--- config.mk ---
export PLATFORM = sky130hd
export DESIGN_NAME = fcsu_top
export DESIGN_NICKNAME = d
export VERILOG_FILES = /design/src/fcsu_pkg.sv /design/src/fcsu_top.sv
export VERILOG_INCLUDE_DIRS = /design/src
export SDC_FILE = /design/constraint.sdc
export NUM_CORES = 1
export LEC_CHECK = 0
export BUFFER_PORTS_ARGS = -buffer_cell sky130_fd_sc_hd__buf_2
export CORE_MARGIN = 10
export CORE_UTILIZATION = 45
export CTS_BUF_LIST = sky130_fd_sc_hd__clkbuf_8 sky130_fd_sc_hd__clkbuf_16
export DETAILED_ROUTE_END_ITERATION = 10
export HOLD_SLACK_MARGIN = 0.1
export PLACE_DENSITY = 0.69
export SETUP_SLACK_MARGIN = 0.1
export SLEW_MARGIN = 20
export SYNTH_ARGS = -nofsm -noshare
export SYNTH_HDL_FRONTEND = slang
export SYNTH_SLANG_ARGS = --single-unit
--- constraint.sdc ---
create_clock -name pclk -period 8.8 [get_ports pclk]
set_input_delay 1.32 -clock pclk [delete_from_list [all_inputs] [get_ports pclk]]
set_output_delay 1.32 -clock pclk [all_outputs]
set_load 0.005 [all_outputs]
--- src/fcsu_cfg.svh ---
`ifndef FCSU_CFG_SVH
`define FCSU_CFG_SVH
// register byte addresses
`define FCSU_OFS_STATUS   12'h000
`define FCSU_OFS_COMMAND  12'h004
`define FCSU_OFS_DIVIDER  12'h008
`define FCSU_OFS_PROTECT  12'h00C
`define FCSU_OFS_ADDR     12'h010
`define FCSU_OFS_DATA     12'h014
`define FCSU_OFS_SECURITY 12'h018
// status bit positions
`define FCSU_BIT_CBEF     7
`define FCSU_BIT_CCF      6
`define FCSU_BIT_PVIOL    5
`define FCSU_BIT_ACCERR   4
`define FCSU_BIT_BLANK    2
// command codes
`define FCSU_CMD_BLANK    8'h05
`define FCSU_CMD_BYTE     8'h20
`define FCSU_CMD_BURST    8'h25
`define FCSU_CMD_PAGE     8'h40
`define FCSU_CMD_MASS     8'h41
// erased byte value
`define FCSU_ERASED       8'hFF
// unsecured security code
`define FCSU_SEC_OPEN     2'h2
// reset values
`define FCSU_RST_SEC      2'h3
`define FCSU_RST_PROT     8'hFF
// page size in bytes
`define FCSU_PAGE_BYTES   512
`endif

--- src/fcsu_pkg.sv ---
package fcsu_pkg;
  typedef enum logic [2:0] {
    FCSU_OP_BLANK,
    FCSU_OP_BYTE,
    FCSU_OP_BURST,
    FCSU_OP_PAGE,
    FCSU_OP_MASS,
    FCSU_OP_BAD
  } fcsu_op_e;

  typedef struct packed {
    fcsu_op_e    op;
    logic [15:0] addr;
    logic [7:0]  data;
  } fcsu_req_s;

  typedef enum logic [1:0] {
    FCSU_SEQ_IDLE,
    FCSU_SEQ_DATA,
    FCSU_SEQ_CMD
  } fcsu_seq_e;
endpackage : fcsu_pkg

--- src/fcsu_top.sv ---
`timescale 1ns/1ns
`include "fcsu_cfg.svh"

module fcsu_top
  import fcsu_pkg::*;
#(
  parameter int ADDR_W = 16
)(
  input  wire logic              pclk,
  input  wire logic              presetn,
  input  wire logic              psel,
  input  wire logic              penable,
  input  wire logic              pwrite,
  input  wire logic [11:0]       paddr,
  input  wire logic [31:0]       pwdata,
  output logic      [31:0]       prdata,
  output logic                   pready,
  output logic                   pslverr,
  input  wire logic              stop_mode,
  output fcsu_req_s              arr_req,
  output logic                   arr_start,
  input  wire logic              arr_busy,
  input  wire logic              arr_erased,
  output logic      [1:0]        security_state_field
);

  // ----------------------------------------
  // bus decode
  // ----------------------------------------
  wire acc      = psel & penable;
  wire wr       = acc & pwrite;
  wire hit_stat = paddr == `FCSU_OFS_STATUS;
  wire hit_cmd  = paddr == `FCSU_OFS_COMMAND;
  wire hit_div  = paddr == `FCSU_OFS_DIVIDER;
  wire hit_prot = paddr == `FCSU_OFS_PROTECT;
  wire hit_addr = paddr == `FCSU_OFS_ADDR;
  wire hit_data = paddr == `FCSU_OFS_DATA;
  wire hit_sec  = paddr == `FCSU_OFS_SECURITY;
  wire mapped   = hit_stat | hit_cmd | hit_div | hit_prot | hit_addr | hit_data | hit_sec;

  logic [7:0]        cmd_q;
  logic [7:0]        div_q;
  logic              div_set_q;
  logic [7:0]        prot_q;
  logic [ADDR_W-1:0] addr_q;
  logic [7:0]        data_q;
  fcsu_seq_e         seq_q;
  logic              cbef_q, ccf_q, pviol_q, accerr_q, blank_q;
  logic              pend_q;
  fcsu_req_s         pend_d;
  logic              run_q;
  fcsu_op_e          run_op_q;
  logic [1:0]        sec_q;

  assign pready  = 1'b1;
  assign pslverr = acc & ~mapped;

  // ----------------------------------------
  // command decode
  // ----------------------------------------
  // code decode
  fcsu_op_e dec_op;
  assign dec_op = (cmd_q == `FCSU_CMD_BLANK) ? FCSU_OP_BLANK :
                  (cmd_q == `FCSU_CMD_BYTE)  ? FCSU_OP_BYTE  :
                  (cmd_q == `FCSU_CMD_BURST) ? FCSU_OP_BURST :
                  (cmd_q == `FCSU_CMD_PAGE)  ? FCSU_OP_PAGE  :
                  (cmd_q == `FCSU_CMD_MASS)  ? FCSU_OP_MASS  : FCSU_OP_BAD;

  wire launch   = wr & hit_stat & pwdata[`FCSU_BIT_CBEF] & cbef_q;
  wire is_write = dec_op inside {FCSU_OP_BYTE, FCSU_OP_BURST, FCSU_OP_PAGE, FCSU_OP_MASS};
  // protected region is addresses at or above prot_q << 8; 0xFF disables.
  // protected region
  wire prot_on  = prot_q != `FCSU_RST_PROT;
  wire in_prot  = prot_on & (addr_q[ADDR_W-1 -: 8] >= prot_q);
  wire mass_hit = prot_on & (dec_op == FCSU_OP_MASS);
  wire viol     = launch & is_write & (in_prot | mass_hit);
  wire seq_bad  = seq_q != FCSU_SEQ_CMD;
  wire no_div   = is_write & ~div_set_q;
  wire bad      = launch & (seq_bad | no_div | dec_op == FCSU_OP_BAD);
  wire good     = launch & ~bad & ~viol;
  wire queue_ok = ~run_q | (dec_op == FCSU_OP_BURST & run_op_q == FCSU_OP_BURST);
  wire accept   = good & queue_ok;
  wire stop_err = stop_mode & (run_q | pend_q);
  wire handoff  = pend_q & ~arr_busy & ~arr_start;
  wire run_end  = run_q & ~arr_busy & ~arr_start;

  assign pend_d = '{op: dec_op, addr: 16'(addr_q), data: data_q};

  // ----------------------------------------
  // sequence tracking
  // ----------------------------------------
  always_ff @(posedge pclk or negedge presetn)
    if (!presetn)
      seq_q <= FCSU_SEQ_IDLE;
    else if (launch)
      seq_q <= FCSU_SEQ_IDLE;
    else if (wr & hit_data)
      seq_q <= FCSU_SEQ_DATA;
    else if (wr & hit_cmd)
      seq_q <= (seq_q == FCSU_SEQ_DATA) ? FCSU_SEQ_CMD : FCSU_SEQ_IDLE;

  always_ff @(posedge pclk or negedge presetn)
    if (!presetn)
    begin
      cmd_q     <= 8'h00;
      div_q     <= 8'h00;
      div_set_q <= 1'b0;
      prot_q    <= `FCSU_RST_PROT;
      addr_q    <= '0;
      data_q    <= 8'h00;
    end
    else
    begin
      if (wr & hit_cmd)  cmd_q  <= pwdata[7:0];
      if (wr & hit_div)  div_q  <= pwdata[7:0];
      if (wr & hit_div)  div_set_q <= 1'b1;
      // protection may only grow (lower boundary)
      if (wr & hit_prot & pwdata[7:0] < prot_q) prot_q <= pwdata[7:0];
      if (wr & hit_addr) addr_q <= pwdata[ADDR_W-1:0];
      if (wr & hit_data) data_q <= pwdata[7:0];
    end

  // ----------------------------------------
  // execution
  // ----------------------------------------
  always_ff @(posedge pclk or negedge presetn)
    if (!presetn)
    begin
      pend_q    <= 1'b0;
      run_q     <= 1'b0;
      run_op_q  <= FCSU_OP_BLANK;
      arr_start <= 1'b0;
      arr_req   <= '0;
    end
    else
    begin
      arr_start <= 1'b0;
      if (stop_err)
      begin
        pend_q <= 1'b0;
        run_q  <= 1'b0;
      end
      else if (accept & ~run_q)
      begin
        run_q     <= 1'b1;
        run_op_q  <= dec_op;
        arr_req   <= pend_d;
        arr_start <= 1'b1;
      end
      else if (accept)
      begin
        pend_q  <= 1'b1;
        arr_req <= pend_d;
      end
      else if (handoff)
      begin
        pend_q    <= 1'b0;
        arr_start <= 1'b1;
      end
      else if (run_end)
        run_q <= 1'b0;
    end

  // ----------------------------------------
  // status flags
  // ----------------------------------------
  // buffer refills when no burst is waiting and no non-burst command is running
  always_ff @(posedge pclk or negedge presetn)
    if (!presetn)
      cbef_q <= 1'b1;
    else if (launch | handoff)
      cbef_q <= 1'b0;
    else if (~pend_q & ~(run_q & run_op_q != FCSU_OP_BURST))
      cbef_q <= 1'b1;

  always_ff @(posedge pclk or negedge presetn)
    if (!presetn)
      ccf_q <= 1'b1;
    else if (accept)
      ccf_q <= 1'b0;
    else
      ccf_q <= cbef_q & ~run_q & ~pend_q;

  always_ff @(posedge pclk or negedge presetn)
    if (!presetn)
      pviol_q <= 1'b0;
    else if (viol)
      pviol_q <= 1'b1;
    else if (wr & hit_stat & pwdata[`FCSU_BIT_PVIOL])
      pviol_q <= 1'b0;

  always_ff @(posedge pclk or negedge presetn)
    if (!presetn)
      accerr_q <= 1'b0;
    else if (bad | stop_err)
      accerr_q <= 1'b1;
    else if (wr & hit_stat & pwdata[`FCSU_BIT_ACCERR])
      accerr_q <= 1'b0;

  wire blank_done = run_end & run_op_q == FCSU_OP_BLANK;
  always_ff @(posedge pclk or negedge presetn)
    if (!presetn)
      blank_q <= 1'b0;
    else if (blank_done)
      blank_q <= arr_erased;
    else if (good)
      blank_q <= 1'b0;

  always_ff @(posedge pclk or negedge presetn)
    if (!presetn)
      sec_q <= `FCSU_RST_SEC;
    else if (blank_done & arr_erased)
      sec_q <= `FCSU_SEC_OPEN;

  assign security_state_field = sec_q;

  // ----------------------------------------
  // read mux
  // ----------------------------------------
  // reserved zero
  wire [7:0] stat_rd = {cbef_q, ccf_q, pviol_q, accerr_q, 1'b0, blank_q, 2'b00};
  wire [31:0] rd_mux = hit_stat ? {24'h000000, stat_rd} :
                       hit_cmd  ? {24'h000000, cmd_q} :
                       hit_div  ? {24'h000000, div_q} :
                       hit_prot ? {24'h000000, prot_q} :
                       hit_addr ? {{(32-ADDR_W){1'b0}}, addr_q} :
                       hit_data ? {24'h000000, data_q} :
                       hit_sec  ? {30'h00000000, sec_q} : 32'h00000000;
  assign prdata = (acc & ~pwrite) ? rd_mux : 32'h00000000;
endmodule : fcsu_top

==> results.py, run 1 <==
metrics = {
    "critical_path": {
        "crit_chain": "buf_2 -> or4_1 -> or3_1 -> nor3_1 -> a22oi_1 -> a211oi_1 -> buf_2",
        "critical_path.slowest_cell": "or4_1",
        "worstSetupStartpointType": "input pin",
        "slowest_delay_ps": 600,
        "cp.required_ps": 7480,
        "end_kind": "output pin",
        "cp_max_fo": 7,
        "critPathTopFamily": "simple AND/OR/NAND/NOR gates",
        "cp_data_arrival_time_ps": 3780,
        "crit_top_cell": "buf_2",
        "path_buf_inv": 2,
        "path_class": "in -> out",
    },
    "placement": {
        "gp_congestion": 0.853,
        "dp.cells": 649,
        "pre_cts_ws_ps": 3720,
        "port_buffers": 81,
        "dpl.hpwl_mm": 9.16,
        "place_area_um2": 5360,
    },
    "timing": {
        "setup_viol": 0,
        "fin_skew_ps": 8.48,
        "hold_violations": 0,
        "min_period_over_period_pct": 58.0,
        "layout_min_cycle_time_ps": 5100,
        "rsz0062_at_grt": "false",
        "setup-tns-final_ps": 0,
        "fmaxAchievable_mhz": 196,
        "fin_ws_ps": 3700,
        "worstMarginPinSlew_ps": 873,
        "slew_headroom_pct": 41.6,
        "maxSlewViolCount": 0,
    },
    "routing": {
        "vias": 3640,
        "drc_errors": 0,
        "wire_per_inst_um": 18.7,
        "antenna_left": 0,
        "dr.pass1.iters": 7,
        "drt_iter0_markers": 214,
        "vias_per_cell": 5.47,
        "routed_wl_mm": 12.5,
    },
    "clock_network": {
        "cts.repair.resized": 0,
        "cts_sinks": 90,
        "postCtsSetupBuffers": 0,
        "clk-insertion-delay-late_ps": 370,
        "htreeDepth": 3,
        "clk_path_buf_depth": 2,
        "cts-root-buf": "clkbuf_8",
        "cts_tree": "built",
        "cts_buffers": 9,
        "clk_pin_slew_worst_paths_ps": 80,
        "ctsHoldBuffers": 0,
    },
    "floorplanning": {
        "die_w_um": 125,
        "num_io_pins": 116,
        "core_um2": 10800,
        "rows": 38,
        "initial_core_util_pct": 45.7,
        "fp.dieH_um": 125,
        "die_area_um2": 15500,
    },
    "layout": {
        "nFillCells": 970,
        "multiInputGateArea_um2": 2450,
        "num_antenna_cells": 0,
        "layout_commonest_cell": "buf_2",
        "fin_cells": 666,
        "drive_gt1_share_pct": 35.6,
        "final-seq-area_um2": 2270,
        "final_core_util_pct": 51.6,
        "final_nets": 588,
        "fin_area_um2": 5570,
        "final_cell_mix": "buf_2 (80), dfrtp_1 (79), nand2_1 (49)",
        "area_delta_synth_final_pct": 12.9,
    },
    "outcome": {
        "status": "finished, final reports clean",
    },
    "synth": {
        "synth_simple_gate_area_share_pct": 16.6,
        "synthAdderAreaFrac_pct": 3.81,
        "yosysTopAreaCell": "dfrtp_1",
        "synth_seq_cells": 90,
        "synth_xor_xnor_area_share_pct": 0.178,
        "synthDistinctLibCells": 60,
        "syn_area_per_cell_um2": 11.0,
        "synth_area_leaders": "dfrtp_1 (40%), mux2_2 (11%), mux2_4 (6.1%), dfstp_2 (5.9%), ha_1 (3.8%)",
        "synth-edff-count": 0,
        "ys_seq_area_share_pct": 46.0,
        "ys_warn_count": 0,
        "synth.cell_area_um2": 4930,
        "yosysTopAreaCellShare_pct": 40.1,
        "synth_top_family_by_area": "multiplexers",
        "synthMuxAreaShare_pct": 17.7,
        "synth_ff_type": "dfrtp_1",
        "syn_inst": 447,
        "async_reset_ff_share_pct": 100,
        "synth_compound_area_share_pct": 10.1,
    },
    "grt": {
        "grt_pass1_vias": 3817,
        "overflow": 0,
        "track_usage_pct": 16.1,
        "grt_pass1_wl_mm": 20.5,
        "grt_max_degree": 85,
        "antenna_found_initial": 0,
    },
    "worst_hold_path": {
        "hold_path.class": "reg -> reg",
    },
    "power_and_ir_drop": {
        "ir_drop_mv": 0.0791,
        "p_per_area_nw_per_um2": 131,
        "p_leak_nw": 2.74,
    },
    "job": {
        "cap_violations": 0,
    },
}
## synth_stat cells, types with 2 or more instances
cell        n
dfrtp_1    79
nor4b_1     2
mux2_1      3
conb_1      2
nor3b_1     4
nand3b_1    4
ha_1       15
nor3_1      9
mux2_2     47
nand3_1     7
nor2b_1     3
nand4_1    10
a21oi_1    20
dfstp_2    11
or3_1       4
a31oi_1     4
a311o_1     2
nand2_1    49
a211o_1     2
mux2_4     20
o21ai_0    21
or4_4       2
or2_2       2
clkbuf_1   12
nor2_1     16
buf_4      19
buf_2       3
nand2b_1    6
a21o_1      4
a221oi_1    4
inv_1      10
nor4_4      2
o211ai_1    3
a22oi_1     2
buf_6       2
o31ai_1     3
and2_1      9
o2bb2ai_1   3
and3_1      3
nor4_1      4
## final cells by class
type | instances | area share, %
Inverter | 10 | 0.674
Multi-Input combinational cell | 325 | 44.1
Sequential cell | 90 | 40.7
Tap cell | 140 | 3.15
Clock inverter | 6 | 0.921
Timing Repair Buffer | 85 | 8.04
Clock buffer | 10 | 2.47
## worst register-to-register path, cell delays in order, from the launching register on
cell      delay, ps
dfstp_2         570
inv_1            70
ha_1            280
o21ai_0         160
nor2_1           70
o31ai_1         400
a311oi_2        350
nor4_4          590
buf_4           400
mux2_4          350
## where the power goes
group          internal, mW  total [mW]  switching [mW]
Clock                 0.135       0.277           0.142
Combinational        0.0115      0.0393          0.0278
Sequential            0.414       0.414        0.000270
Total                 0.560       0.730           0.170
## cells by family after synthesis
kind of cell	count (synthesis)
compound gates	76
xor+xnor	1
fa+ha+maj	15
buf+inv	48
flops	90
mux	71
other cells	2
simple gates	144
## through the flow
stage	total power, mW	hold WS (ps)
after floorplan	0.442	450
after global placement	0.460	474
after detailed placement	0.461	477
after CTS	0.737	507
after global routing	0.762	521
final	0.730	504
## worst paths after layout
path                            cells past startpoint        from     endpoint  slack, ps
worst max-delay path                                7    paddr[9]    prdata[0]       3700
worst min-delay path                                1  arr_req[0]   arr_req[0]        500
worst max register to register                      9   prot_q[1]  arr_req[18]       5460
worst min register to register                      1  arr_req[0]   arr_req[0]        500
max in group asynchronous                           2     presetn     div_q[3]       7100
min in group asynchronous                           1     presetn   arr_req[4]        750
## flip-flops by register name, indices dropped and copies added (netlist names), 2 cells and up
register	cells
addr_q	16
prot_q	8
data_q	8
arr_req	27
cmd_q	8
run_op_q	3
seq_q	2
div_q	8
## metal layers
| layer | wire length, um | global-route usage, % |
|---|---|---|
| met1 | 5550 | 20.9 |
| met2 | 5870 | 25.6 |
| met3 | 825 | 3.53 |
| met4 | 206 | 5.83 |
| met5 | 0 | 0 |
Note: power is estimated with default switching activity, not from simulation.
==> inputs of run 2 (changes only) <==
- clock period: 8.8 -> 4.7 ns (I/O delays scaled with it)
==> results.py, run 2 (same netlist as run 1, synthesis figures left out) <==
metrics = {
    "routing": {
        "dr.pass1.iters": 4,
        "antenna_left": 0,
        "wire_per_inst_um": 19.0,
        "routed_wl_mm": 12.7,
        "drc_errors": 0,
        "drt_iter0_markers": 221,
        "vias_per_cell": 5.50,
        "vias": 3665,
    },
    "critical_path": {
        "end_kind": "output pin",
        "worstSetupStartpointType": "input pin",
        "path_class": "in -> out",
        "crit_chain": "buf_2 -> or4_1 -> or3_1 -> nor3_1 -> a22oi_1 -> a211oi_1 -> buf_2",
        "critPathTopFamily": "simple AND/OR/NAND/NOR gates",
        "cp-startpoint": "paddr[9]",
        "crit_top_cell": "buf_2",
        "path_buf_inv": 2,
        "cp.required_ps": 3990,
        "timing.rr.start": "prot_q[1]",
        "cp_data_arrival_time_ps": 3210,
        "cp_max_fo": 7,
        "slowest_delay_ps": 600,
        "critical_path.slowest_cell": "or4_1",
    },
    "layout": {
        "top_register": "arr_req",
        "fin_cells": 666,
        "final_cell_mix": "buf_2 (80), dfrtp_1 (79), nand2_1 (49)",
        "final_core_util_pct": 51.8,
        "drive_gt1_share_pct": 35.9,
        "area_delta_synth_final_pct": 13.3,
        "num_antenna_cells": 0,
        "final_nets": 588,
        "top_regs": "arr_req: 27 flops, addr_q: 16 flops",
        "nFillCells": 974,
        "layout_commonest_cell": "buf_2",
        "largest_register_ffs": 27,
    },
    "clock_network": {
        "cts_sinks": 90,
        "cts-root-buf": "clkbuf_8",
        "clk-insertion-delay-late_ps": 370,
        "ctsHoldBuffers": 0,
        "htreeDepth": 3,
        "cts_tree": "built",
        "clk_pin_slew_worst_paths_ps": 90,
        "postCtsSetupBuffers": 0,
        "clk_path_buf_depth": 2,
        "cts.repair.resized": 0,
        "cts_buffers": 9,
    },
    "timing": {
        "worstMarginPinSlew_ps": 929,
        "rsz0062_at_grt": "false",
        "slew_headroom_pct": 38.1,
        "hold_violations": 0,
        "whs_ps": 327,
        "fmaxAchievable_mhz": 256,
        "setup-tns-final_ps": 0,
        "min_period_over_period_pct": 83.2,
        "maxSlewViolCount": 0,
        "setup_viol": 0,
        "layout_min_cycle_time_ps": 3910,
        "fin_skew_ps": 16.5,
    },
    "job": {
        "cap_violations": 0,
    },
    "power_and_ir_drop": {
        "p_per_area_nw_per_um2": 256,
        "netSwitchingFraction_pct": 22.8,
        "p_leak_nw": 2.74,
        "p_sw_mw": 0.326,
        "clockPowerShare_pct": 40.7,
        "seqPwrFrac_pct": 54.1,
        "finalPower_mw": 1.43,
        "cellInternalPower_mw": 1.11,
        "combPwrFrac_pct": 5.2,
        "ir_drop_mv": 0.141,
    },
    "floorplanning": {
        "initial_core_util_pct": 45.7,
        "rows": 38,
        "core_um2": 10800,
        "fp.dieH_um": 125,
        "die_area_um2": 15500,
        "die_w_um": 125,
        "num_io_pins": 116,
    },
    "grt": {
        "track_usage_pct": 16.4,
        "grt_pass1_vias": 3804,
        "grt_max_degree": 47,
        "grt_pass1_wl_mm": 20.8,
        "overflow": 0,
        "antenna_found_initial": 0,
    },
    "placement": {
        "port_buffers": 81,
        "dpl.hpwl_mm": 9.50,
        "dp.cells": 650,
        "gp_congestion": 0.861,
    },
    "outcome": {
        "status": "finished, final reports clean",
    },
    "worst_hold_path": {
        "hold_path.class": "in -> async",
    },
}
[run 2: cell count changes in the layout (fill, tap and decap cells not counted)]
cell        delta
clkbuf_8       -1
bufinv_16      +1
inv_1          -2
buf_4          +2
buf_6          -1
clkinvlp_4     +1
[run 2: path summary, 6_finish.rpt]
path / endpoint / slack (ps) / cells past startpoint
min reg2reg: data_q[0] / 500 / 2
max: prdata[0] / 790 / 7
max reg2reg: arr_req[18] / 1550 / 9
max in group asynchronous: prot_q[2] / 3370 / 2
min: arr_req[6] / 330 / 1
min in group pclk: data_q[0] / 500 / 2
[run 2: layout make-up]
class	instances	area [um2]	share of cell area (%)
well taps	140	175	3.13
multi-input cells	325	2450	43.9
repair buffers	85	438	7.84
flip-flops and latches	90	2270	40.5
clock inverters	6	81.3	1.46
clock buffers	10	138	2.46
inverters	10	37.5	0.672
[run 2: power by group through the flow]
stage	clock [mW]	sequential (mW)	combinational [mW]
3_3_place_gp	0	0.790	0.0720
6_report	0.583	0.775	0.0739
2_1_floorplan	0	0.790	0.0373
3_5_place_dp	0	0.790	0.0743
5_1_grt	0.633	0.775	0.0836
4_1_cts	0.595	0.775	0.0745
[run 2: routing by layer]
layer,routed length [um],GRT usage (%),vias up
met2,5850,25.4,107
met1,5730,21.6,1788
li1,-,-,1747
met5,0,0,-
met4,296,5.62,0
met3,801,4.43,23
[run 2: through the flow]
| step | worst slack, ps | instance area, um2 |
|---|---|---|
| 2_1_floorplan | 1440 | 4990 |
| 3_3_place_gp | 834 | 5370 |
| 3_5_place_dp | 816 | 5370 |
| 4_1_cts | 800 | 5590 |
| 5_1_grt | 666 | 5590 |
| 6_report | 789 | 5590 |
